==> src/rtl/cpu_status_flag_consts.vh <==
// Constants of the status word and flag datapath
// Summary of operation
// - Reset sets interrupt-disable flag, others free
// - Push stores status at S, pull restores from S+1
// - Set-decimal makes add and subtract packed decimal
// - Decimal N, V, Z flags are not valid
// - Decimal carry flag reports carry or borrow
// - Multiply and divide ignore memory and decimal flags
// - Multiply and divide leave status word unchanged
// - Bit, shift, rotate, step, complement do read-modify-write
// - Memory-operand flag makes logic/arith read-modify-write
// - Unreadable register reads return undefined value
`ifndef CPU_STATUS_FLAG_CONSTS_VH
`define CPU_STATUS_FLAG_CONSTS_VH

// =========================================
// Register byte addresses
`define A_CMD 8'h00
`define A_ACC 8'h04
`define A_STAT 8'h08
`define A_ADDR 8'h0c
`define A_OPB 8'h10
`define A_SP 8'h14
`define A_RES 8'h18
`define A_BUSY 8'h1c
`define MEM_SEL 3'h2
`define ZPAD 24'h000000

// =========================================
// Status word bit positions and reset values
`define F_C 0
`define F_Z 1
`define F_I 2
`define F_D 3
`define F_B 4
`define F_T 5
`define F_V 6
`define F_N 7
`define ST_RST 8'h04
`define SP_RST 3'h7
`define UNREAD_IDX 3'h7
`define UNDEF_VAL 8'h5a
`define BCD_MAX 5'h09
`define BCD_ADJ 5'h06

// =========================================
// Operation codes
`define OP_NOP 5'h00
`define OP_CSET 5'h01
`define OP_CCLR 5'h02
`define OP_DSET 5'h03
`define OP_DCLR 5'h04
`define OP_SET 5'h05
`define OP_CLT 5'h06
`define OP_PUSH 5'h07
`define OP_PULL 5'h08
`define OP_ADC 5'h09
`define OP_SUB 5'h0a
`define OP_AND 5'h0b
`define OP_XOR 5'h0c
`define OP_IOR 5'h0d
`define OP_BSET 5'h0e
`define OP_BCLR 5'h0f
`define OP_SHL 5'h10
`define OP_SHR 5'h11
`define OP_RTL 5'h12
`define OP_RTR 5'h13
`define OP_NSWAP 5'h14
`define OP_INC 5'h15
`define OP_STEPDN 5'h16
`define OP_COM 5'h17
`define OP_PROD 5'h18
`define OP_DIV 5'h19

// =========================================
// Sequencer states
`define S_IDLE 2'h0
`define S_RD 2'h1
`define S_WR 2'h2

`endif

==> src/rtl/cpu_status_flag_datapath.v <==
// Status word and flag datapath of an 8-bit core, with APB register access
//
// The APB slave port and the register addresses were left to the implementer.
`timescale 1ns/1ps
`include "cpu_status_flag_consts.vh"

module cpu_status_flag_datapath (
    input wire clk,
    input wire srst,
    input wire ce,
    input wire psel,
    input wire penable,
    input wire pwrite,
    input wire [7:0] paddr,
    input wire [31:0] pwdata,
    output reg [31:0] prdata,
    output reg pready,
    output reg pslverr,
    output reg [7:0] cpuStatusWord,
    output reg busy
);

// =========================================
// State
reg [7:0] acc_ff;
reg [7:0] opB_ff;
reg [7:0] res_ff;
reg [2:0] addr_ff;
reg [2:0] sp_ff;
reg [4:0] op_ff;
reg [2:0] bit_ff;
reg [1:0] state_ff;
reg [7:0] rdVal_ff;
reg [7:0] mem_ff [0:7];
integer i;

// =========================================
// Functions

// Index holds a readable byte
function isReadable;
    input [2:0] idx;
    begin
        isReadable = (idx != `UNREAD_IDX);
    end
endfunction

// Packed decimal add or subtract, carry out in bit 8
function [8:0] decAdj;
    input [7:0] a;
    input [7:0] b;
    input cin;
    input sub;
    reg [4:0] lo;
    reg [4:0] hi;
    reg lc;
    reg hc;
    begin
        if (!sub) begin
            lo = {1'b0, a[3:0]} + {1'b0, b[3:0]} + {4'h0, cin};
            lc = (lo > `BCD_MAX);
            lo = lc ? (lo + `BCD_ADJ) : lo;
            hi = {1'b0, a[7:4]} + {1'b0, b[7:4]} + {4'h0, lc};
            hc = (hi > `BCD_MAX);
            hi = hc ? (hi + `BCD_ADJ) : hi;
            decAdj = {hc, hi[3:0], lo[3:0]};
        end else begin
            lo = {1'b0, a[3:0]} - {1'b0, b[3:0]} - {4'h0, ~cin};
            lc = lo[4];
            lo = lc ? (lo - `BCD_ADJ) : lo;
            hi = {1'b0, a[7:4]} - {1'b0, b[7:4]} - {4'h0, lc};
            hc = hi[4];
            hi = hc ? (hi - `BCD_ADJ) : hi;
            decAdj = {~hc, hi[3:0], lo[3:0]};
        end
    end
endfunction

// =========================================
// APB decode
wire apbAcc = psel & penable & ~pready;
wire apbDone = psel & penable & pready;
wire memWin = (paddr[7:5] == `MEM_SEL);
wire mapped = (paddr[1:0] == 2'b00) & ((paddr <= `A_BUSY) | memWin);
wire wrOk = apbDone & pwrite & mapped & ~busy;
wire tMode = cpuStatusWord[`F_T];
wire carryIn = cpuStatusWord[`F_C];

// Read data selection
reg [31:0] rdMux;
always @* begin
    rdMux = 32'h00000000;
    if (memWin) begin
        if (isReadable(paddr[4:2])) begin
            rdMux = {`ZPAD, mem_ff[paddr[4:2]]};
        end else begin
            rdMux = {`ZPAD, `UNDEF_VAL};
        end
    end else begin
        case (paddr)
            `A_CMD: rdMux = {`ZPAD, bit_ff, op_ff};
            `A_ACC: rdMux = {`ZPAD, acc_ff};
            `A_STAT: rdMux = {`ZPAD, cpuStatusWord};
            `A_ADDR: rdMux = {29'h00000000, addr_ff};
            `A_OPB: rdMux = {`ZPAD, opB_ff};
            `A_SP: rdMux = {29'h00000000, sp_ff};
            `A_RES: rdMux = {`ZPAD, res_ff};
            `A_BUSY: rdMux = {30'h00000000, state_ff};
            default: rdMux = 32'h00000000;
        endcase
    end
end

// =========================================
// Operation execute

// Byte fetched in the read step: stack top for pull, else operand
wire [2:0] rdIdx = (op_ff == `OP_PULL) ? (sp_ff + 3'h1) : addr_ff;

reg [7:0] nxtAcc;
reg [7:0] nxtSt;
reg [7:0] nxtMem;
reg [7:0] nxtRes;
reg [2:0] nxtSp;
reg [2:0] wrIdx;
reg memWe;
reg toMem;
reg toAcc;
reg setNz;
reg [7:0] r;
reg [7:0] opX;
reg [7:0] opY;
reg [8:0] sum9;
reg [15:0] prod;

// Memory flag picks destination and sources
always @* begin
    opX = tMode ? rdVal_ff : acc_ff;
    opY = tMode ? opB_ff : rdVal_ff;
end

// Result, flags and destination per operation
always @* begin
    nxtAcc = acc_ff;
    nxtSt = cpuStatusWord;
    nxtMem = rdVal_ff;
    nxtRes = res_ff;
    nxtSp = sp_ff;
    wrIdx = addr_ff;
    memWe = 1'b0;
    toMem = 1'b0;
    toAcc = 1'b0;
    setNz = 1'b0;
    r = rdVal_ff;
    sum9 = 9'h000;
    prod = 16'h0000;
    case (op_ff)
        `OP_CSET: nxtSt[`F_C] = 1'b1;
        `OP_CCLR: nxtSt[`F_C] = 1'b0;
        `OP_DSET: nxtSt[`F_D] = 1'b1;
        `OP_DCLR: nxtSt[`F_D] = 1'b0;
        `OP_SET: nxtSt[`F_T] = 1'b1;
        `OP_CLT: nxtSt[`F_T] = 1'b0;
        `OP_PUSH: begin
            memWe = 1'b1;
            wrIdx = sp_ff;
            nxtMem = cpuStatusWord;
            nxtSp = sp_ff - 3'h1;
        end
        `OP_PULL: begin
            nxtSt = rdVal_ff;
            nxtSp = sp_ff + 3'h1;
        end
        `OP_ADC, `OP_SUB: begin
            if (cpuStatusWord[`F_D]) begin
                // N, V, Z hold their old values here
                sum9 = decAdj(opX, opY, carryIn, op_ff == `OP_SUB);
                r = sum9[7:0];
                nxtSt[`F_C] = sum9[8];
            end else if (op_ff == `OP_ADC) begin
                sum9 = {1'b0, opX} + {1'b0, opY} + {8'h00, carryIn};
                r = sum9[7:0];
                nxtSt[`F_C] = sum9[8];
                nxtSt[`F_V] = (opX[7] == opY[7]) & (r[7] != opX[7]);
                setNz = 1'b1;
            end else begin
                sum9 = {1'b0, opX} - {1'b0, opY} - {8'h00, ~carryIn};
                r = sum9[7:0];
                nxtSt[`F_C] = ~sum9[8];
                nxtSt[`F_V] = (opX[7] != opY[7]) & (r[7] != opX[7]);
                setNz = 1'b1;
            end
            toMem = tMode;
            toAcc = ~tMode;
        end
        `OP_AND, `OP_XOR, `OP_IOR: begin
            r = (op_ff == `OP_AND) ? (opX & opY) :
                ((op_ff == `OP_XOR) ? (opX ^ opY) : (opX | opY));
            setNz = 1'b1;
            toMem = tMode;
            toAcc = ~tMode;
        end
        `OP_BSET: begin
            r = rdVal_ff | (8'h01 << bit_ff);
            toMem = 1'b1;
        end
        `OP_BCLR: begin
            r = rdVal_ff & ~(8'h01 << bit_ff);
            toMem = 1'b1;
        end
        `OP_SHL: begin
            r = {rdVal_ff[6:0], 1'b0};
            nxtSt[`F_C] = rdVal_ff[7];
            setNz = 1'b1;
            toMem = 1'b1;
        end
        `OP_SHR: begin
            r = {1'b0, rdVal_ff[7:1]};
            nxtSt[`F_C] = rdVal_ff[0];
            setNz = 1'b1;
            toMem = 1'b1;
        end
        `OP_RTL: begin
            r = {rdVal_ff[6:0], carryIn};
            nxtSt[`F_C] = rdVal_ff[7];
            setNz = 1'b1;
            toMem = 1'b1;
        end
        `OP_RTR: begin
            r = {carryIn, rdVal_ff[7:1]};
            nxtSt[`F_C] = rdVal_ff[0];
            setNz = 1'b1;
            toMem = 1'b1;
        end
        `OP_NSWAP: begin
            r = {rdVal_ff[3:0], rdVal_ff[7:4]};
            toMem = 1'b1;
        end
        `OP_INC: begin
            r = rdVal_ff + 8'h01;
            setNz = 1'b1;
            toMem = 1'b1;
        end
        `OP_STEPDN: begin
            r = rdVal_ff - 8'h01;
            setNz = 1'b1;
            toMem = 1'b1;
        end
        `OP_COM: begin
            r = ~rdVal_ff;
            setNz = 1'b1;
            toMem = 1'b1;
        end
        `OP_PROD: begin
            // Neither memory nor decimal flag is consulted
            prod = acc_ff * opB_ff;
            nxtAcc = prod[7:0];
            nxtRes = prod[15:8];
        end
        `OP_DIV: begin
            if (opB_ff == 8'h00) begin
                nxtAcc = 8'hff; // Divide by zero saturates
                nxtRes = acc_ff;
            end else begin
                nxtAcc = acc_ff / opB_ff;
                nxtRes = acc_ff % opB_ff;
            end
        end
        default: r = rdVal_ff;
    endcase
    if (setNz) begin
        nxtSt[`F_N] = r[7];
        nxtSt[`F_Z] = (r == 8'h00);
    end
    if (toMem) begin
        memWe = 1'b1;
        nxtMem = r;
    end
    if (toAcc) begin
        nxtAcc = r;
    end
    if ((op_ff == `OP_PROD) || (op_ff == `OP_DIV)) begin
        nxtSt = cpuStatusWord;
    end
end

// =========================================
// Registers, bus slave and sequencer

// One wait state on every APB access; writes land with pready
always @(posedge clk) begin
    if (srst) begin
        prdata <= 32'h00000000;
        pready <= 1'b0;
        pslverr <= 1'b0;
        cpuStatusWord <= `ST_RST;
        busy <= 1'b0;
        acc_ff <= 8'h00;
        opB_ff <= 8'h00;
        res_ff <= 8'h00;
        addr_ff <= 3'h0;
        sp_ff <= `SP_RST;
        op_ff <= `OP_NOP;
        bit_ff <= 3'h0;
        state_ff <= `S_IDLE;
        rdVal_ff <= 8'h00;
        for (i = 0; i < 8; i = i + 1) begin
            mem_ff[i] <= 8'h00;
        end
    end else if (ce) begin
        pready <= apbAcc;
        pslverr <= apbAcc & ~mapped;
        if (apbAcc) begin
            prdata <= rdMux;
        end
        // Plain register writes, refused while an operation runs
        if (wrOk) begin
            if (memWin) begin
                mem_ff[paddr[4:2]] <= pwdata[7:0];
            end else begin
                case (paddr)
                    `A_ACC: acc_ff <= pwdata[7:0];
                    `A_STAT: cpuStatusWord <= pwdata[7:0];
                    `A_ADDR: addr_ff <= pwdata[2:0];
                    `A_OPB: opB_ff <= pwdata[7:0];
                    `A_SP: sp_ff <= pwdata[2:0];
                    default: acc_ff <= acc_ff;
                endcase
            end
        end
        // Read, then modify and write back
        case (state_ff)
            `S_IDLE: begin
                if (wrOk && (paddr == `A_CMD)) begin
                    op_ff <= pwdata[4:0];
                    bit_ff <= pwdata[7:5];
                    busy <= 1'b1;
                    state_ff <= `S_RD;
                end
            end
            `S_RD: begin
                if (isReadable(rdIdx)) begin
                    rdVal_ff <= mem_ff[rdIdx];
                end else begin
                    rdVal_ff <= `UNDEF_VAL;
                end
                state_ff <= `S_WR;
            end
            `S_WR: begin
                acc_ff <= nxtAcc;
                cpuStatusWord <= nxtSt;
                res_ff <= nxtRes;
                sp_ff <= nxtSp;
                if (memWe) begin
                    mem_ff[wrIdx] <= nxtMem;
                end
                busy <= 1'b0;
                state_ff <= `S_IDLE;
            end
            default: begin
                busy <= 1'b0;
                state_ff <= `S_IDLE;
            end
        endcase
    end
end

endmodule // cpu_status_flag_datapath

==> config.mk <==
export PLATFORM = sky130hd
export DESIGN_NAME = cpu_status_flag_datapath
export DESIGN_NICKNAME = d
export VERILOG_FILES = /design/src/rtl/cpu_status_flag_datapath.v
export VERILOG_INCLUDE_DIRS = /design/src /design/src/rtl
export SDC_FILE = /design/constraint.sdc
export NUM_CORES = 1
export LEC_CHECK = 0
export BUFFER_PORTS_ARGS = -buffer_cell sky130_fd_sc_hd__buf_2
export CAP_MARGIN = 20
export CORE_UTILIZATION = 50
export CTS_CLUSTER_DIAMETER = 80
export DETAILED_ROUTE_END_ITERATION = 16
export PLACE_DENSITY = 0.68
export SYNTH_ARGS = -nofsm -noshare
export SYNTH_HDL_FRONTEND = slang
export SYNTH_SLANG_ARGS = --single-unit
export TNS_END_PERCENT = 20
==> constraint.sdc <==
create_clock -name clk -period 10.3 [get_ports clk]
set_clock_uncertainty 0.05 [all_clocks]
set_input_delay 2.06 -clock clk [delete_from_list [all_inputs] [get_ports clk]]
set_output_delay 2.06 -clock clk [all_outputs]
set_load 0.05 [all_outputs]
==> impl_metrics.yaml <==
run_status:
  status: "finished with violations"
  violations: "negative setup slack"
placed_design:
  post-dp-hpwl_um: 37900
  dp_slack_ns: -0.643
  portBuffers: 40
  gp_congestion: 0.977
setup_path:
  slowest_stage: "or3_4"
  reg2reg_depth: 57
  path_max_fanout: 6
  crit_required_ns: 10.60
  critPathKind: "reg -> reg"
  arrival_ns: 10.83
  cp-end-kind: "register"
  cpPeakStageDelay_ns: 0.39
  worstSetupStartpointType: "register"
  path_common_cell: "ha_4"
finish:
  drive_gt1_share_pct: 18.2
  insertedDiodeCount: 0
  layout.nets: 2187
  synthToLayoutAreaGrowth_pct: 15.9
synthesis:
  synth_warnings: 0
  ys.flop_type: "dfxtp_1"
  synth_cells: 1865
  synth_edf_count: 56
  synthSimpleGateAreaFrac_pct: 21.1
  syn_area_per_cell_um2: 7.91
  muxShareOfSynthArea_pct: 8.86
  ys_seq_area_share_pct: 20.5
  synth_fa_ha_area_share_pct: 16.4
  synth_top_area_share_pct: 11.4
  synth_area_um2: 14800
  synth_cell_types: 95
  synth_top_area_cell: "edfxtp_1"
  synth_xor_area_share_pct: 3.09
  yosys.cell_count.top_type: "nand2_1"
  yosys_register_bits: 123
  synth_area_leaders: "edfxtp_1 11%, ha_1 10%, dfxtp_1 9.1%"
  synth_common_cells: "213 x nand2_1, 159 x nor2_1, 120 x ha_1"
  async_flop_share_pct: 0
  synth_top_family_by_area: "compound AO/OA/AOI/OAI gates"
  synth_compound_area_share_pct: 22.7
grt:
  grt_pass1_vias: 14655
  grt_pass1_wl_um: 82200
  antenna_found_initial: 0
  grt_overflow_total: 0
  globalRouteTotalUtil_pct: 34.7
  grt_max_degree: 78
pwr:
  power_density_nw_per_um2: 71.8
  power.leakage_nw: 7.10
  p_sw_mw: 0.311
  clock_power_share_pct: 50.2
  combPwrFrac_pct: 7.2
  internal_power_mw: 0.917
  ir_drop_uv: 114
  p_sw_share_pct: 25.3
  seq_power_share_pct: 42.7
clock_tree:
  cts_tree: "done"
  clkLatencyLatePin_ns: 0.43
  cts_root_buffer: "clkbuf_16"
  h-tree-depth: 4
  cts.sinks: 123
  clock_path_buffers: 2
  cts_buffers: 17
  clk_pin_slew_ns: 0.06
timing:
  min_period_over_period_pct: 102
  final.setup.worst_slack_ns: -0.230
  rsz0062_at_grt: "true"
  setup_violations: 8
  hold_slack_ns: 0.439
  hold_viol_final: 0
  drv_slew: 0
  slew_headroom_pct: 24.7
  fmax_mhz: 95.0
  tightest_slew_ns: 1.12
  min_period_ns: 10.53
die:
  die_x_um: 174
  die_h_um: 174
  ios: 89
  design.core.area_um2: 28900
  start_util_pct: 51.1
  num_rows: 62
  die_area_um2: 30200
min_path:
  min_path_type: "reg -> reg"
  hold_depth: 2
detailed_routing:
  avgRoutedWirePerCell_um: 22.2
  drtPass1Iterations: 7
  wirelength_um: 52600
  drcViolationCount: 0
  ant_nets: 0
  vias: 15237
  drtIter0Drc: 1813
  via_per_inst: 6.42
flow_run:
  drv_cap: 0
## power by group through the flow
stage	sequential (mW)	combinational, mW	clock (mW)
final	0.524	0.0882	0.616
after global placement	0.534	0.0852	0
after CTS	0.524	0.0862	0.611
after floorplan	0.538	0.0635	0
after detailed placement	0.534	0.0856	0
after global routing	0.525	0.0914	0.638
## final timing paths
check / startpoint / to / slack, ns
setup / recovery: opB_ff[5]$_SDFFE_PP0P_ / acc_ff[0]$_SDFFE_PP0P_ / -0.23
hold / removal: busy$_SDFFE_PP0P_ / busy$_SDFFE_PP0P_ / 0.44
setup reg to reg: opB_ff[5]$_SDFFE_PP0P_ / acc_ff[0]$_SDFFE_PP0P_ / -0.23
hold reg to reg: busy$_SDFFE_PP0P_ / busy$_SDFFE_PP0P_ / 0.44
## critical path: cells and delay by family, from the launching register on
| kind | cells | cell delay [ns] |
|---|---|---|
| buffers and inverters | 8 | 1.02 |
| AOI/OAI and AO/OA | 21 | 3.12 |
| DFF | 1 | 0.33 |
| muxes | 1 | 0.33 |
| and+or+nand+nor | 20 | 3.64 |
| adders and majority gates | 7 | 1.94 |
## through the flow
| stage | util (%) | cells | cell area [um^2] | power, mW | TNS [ns] |
|---|---|---|---|---|---|
| detailed placement | 55.4 | 2309 | 16000 | 0.619 | -4.95 |
| global placement | 55.4 | 2309 | 16000 | 0.619 | -3.33 |
| CTS | 59.1 | 2371 | 17100 | 1.22 | -0.00235 |
| global route | 59.3 | 2372 | 17100 | 1.25 | -6.05 |
| finish | 59.3 | 2372 | 17100 | 1.23 | -1.36 |
| floorplan | - | 1888 | 15000 | 0.602 | 0 |
## final cells by class
type / count / area (um^2)
clock buffer: 20 / 468
sequential: 123 / 3020
multi-input combinational: 1510 / 11100
timing repair buffer: 206 / 1460
clock inverter: 12 / 136
inverter: 117 / 439
fill: 2611 / 11800
tap: 384 / 480
## layer usage
metal	share of wire (%)	routed length, um	track usage [%]	vias up
met5	0	0	0	-
met4	4.0	2090	14.9	0
met3	11	5960	6.38	158
met2	44	23000	53.3	906
met1	41	21600	47.6	7265
li1	-	-	-	6908
## cells in the final DEF (no fill, tap or decap), drive strengths merged, types with 14 or more instances in the layout
cell and count:
conb 24, or3 21, nor2b 20, nor2 166, buf 206, a211oi 33, xor2 17, o21ai 110
and2 16, mux2i 83, clkbuf 20, nor3 57, nand2b 35, ha 120, nand3 64, o22ai 14
o21a 31, a31oi 22, o211ai 18, inv 119, fa 46, mux2 24, edfxtp 56, dfxtp 67
xnor2 35, nand2 213, a21oi 115
## cells by family (layout without fill, tap and decap cells)
| family | after synthesis | count (layout) |
|---|---|---|
| AO/OA/AOI/OAI | 498 | 498 |
| XOR/XNOR | 52 | 52 |
| adder cells (fa/ha/maj) | 166 | 166 |
| buffers and inverters | 255 | 355 |
| flip-flops | 123 | 123 |
| multiplexers | 116 | 116 |
| other | 1 | 24 |
| AND/OR/NAND/NOR | 654 | 654 |
## repair_timing
item / in CTS / in global routing
buffers inserted: 30 / 1
pin swaps: 51 / 10
setup endpoints to repair: 9 / 9
gates resized for setup: 49 / 8
hold buffers: 0 / 0
## sequential cells by signal, summed over array words and instances (netlist names), 2 cells and up
name / cells
op_ff: 5
addr_ff: 3
state_ff: 2
cpuStatusWord: 8
prdata: 8
sp_ff: 3
res_ff: 8
acc_ff: 8
rdVal_ff: 8
bit_ff: 3
mem_ff: 56
opB_ff: 8
Power figures use the tool's default switching activity.
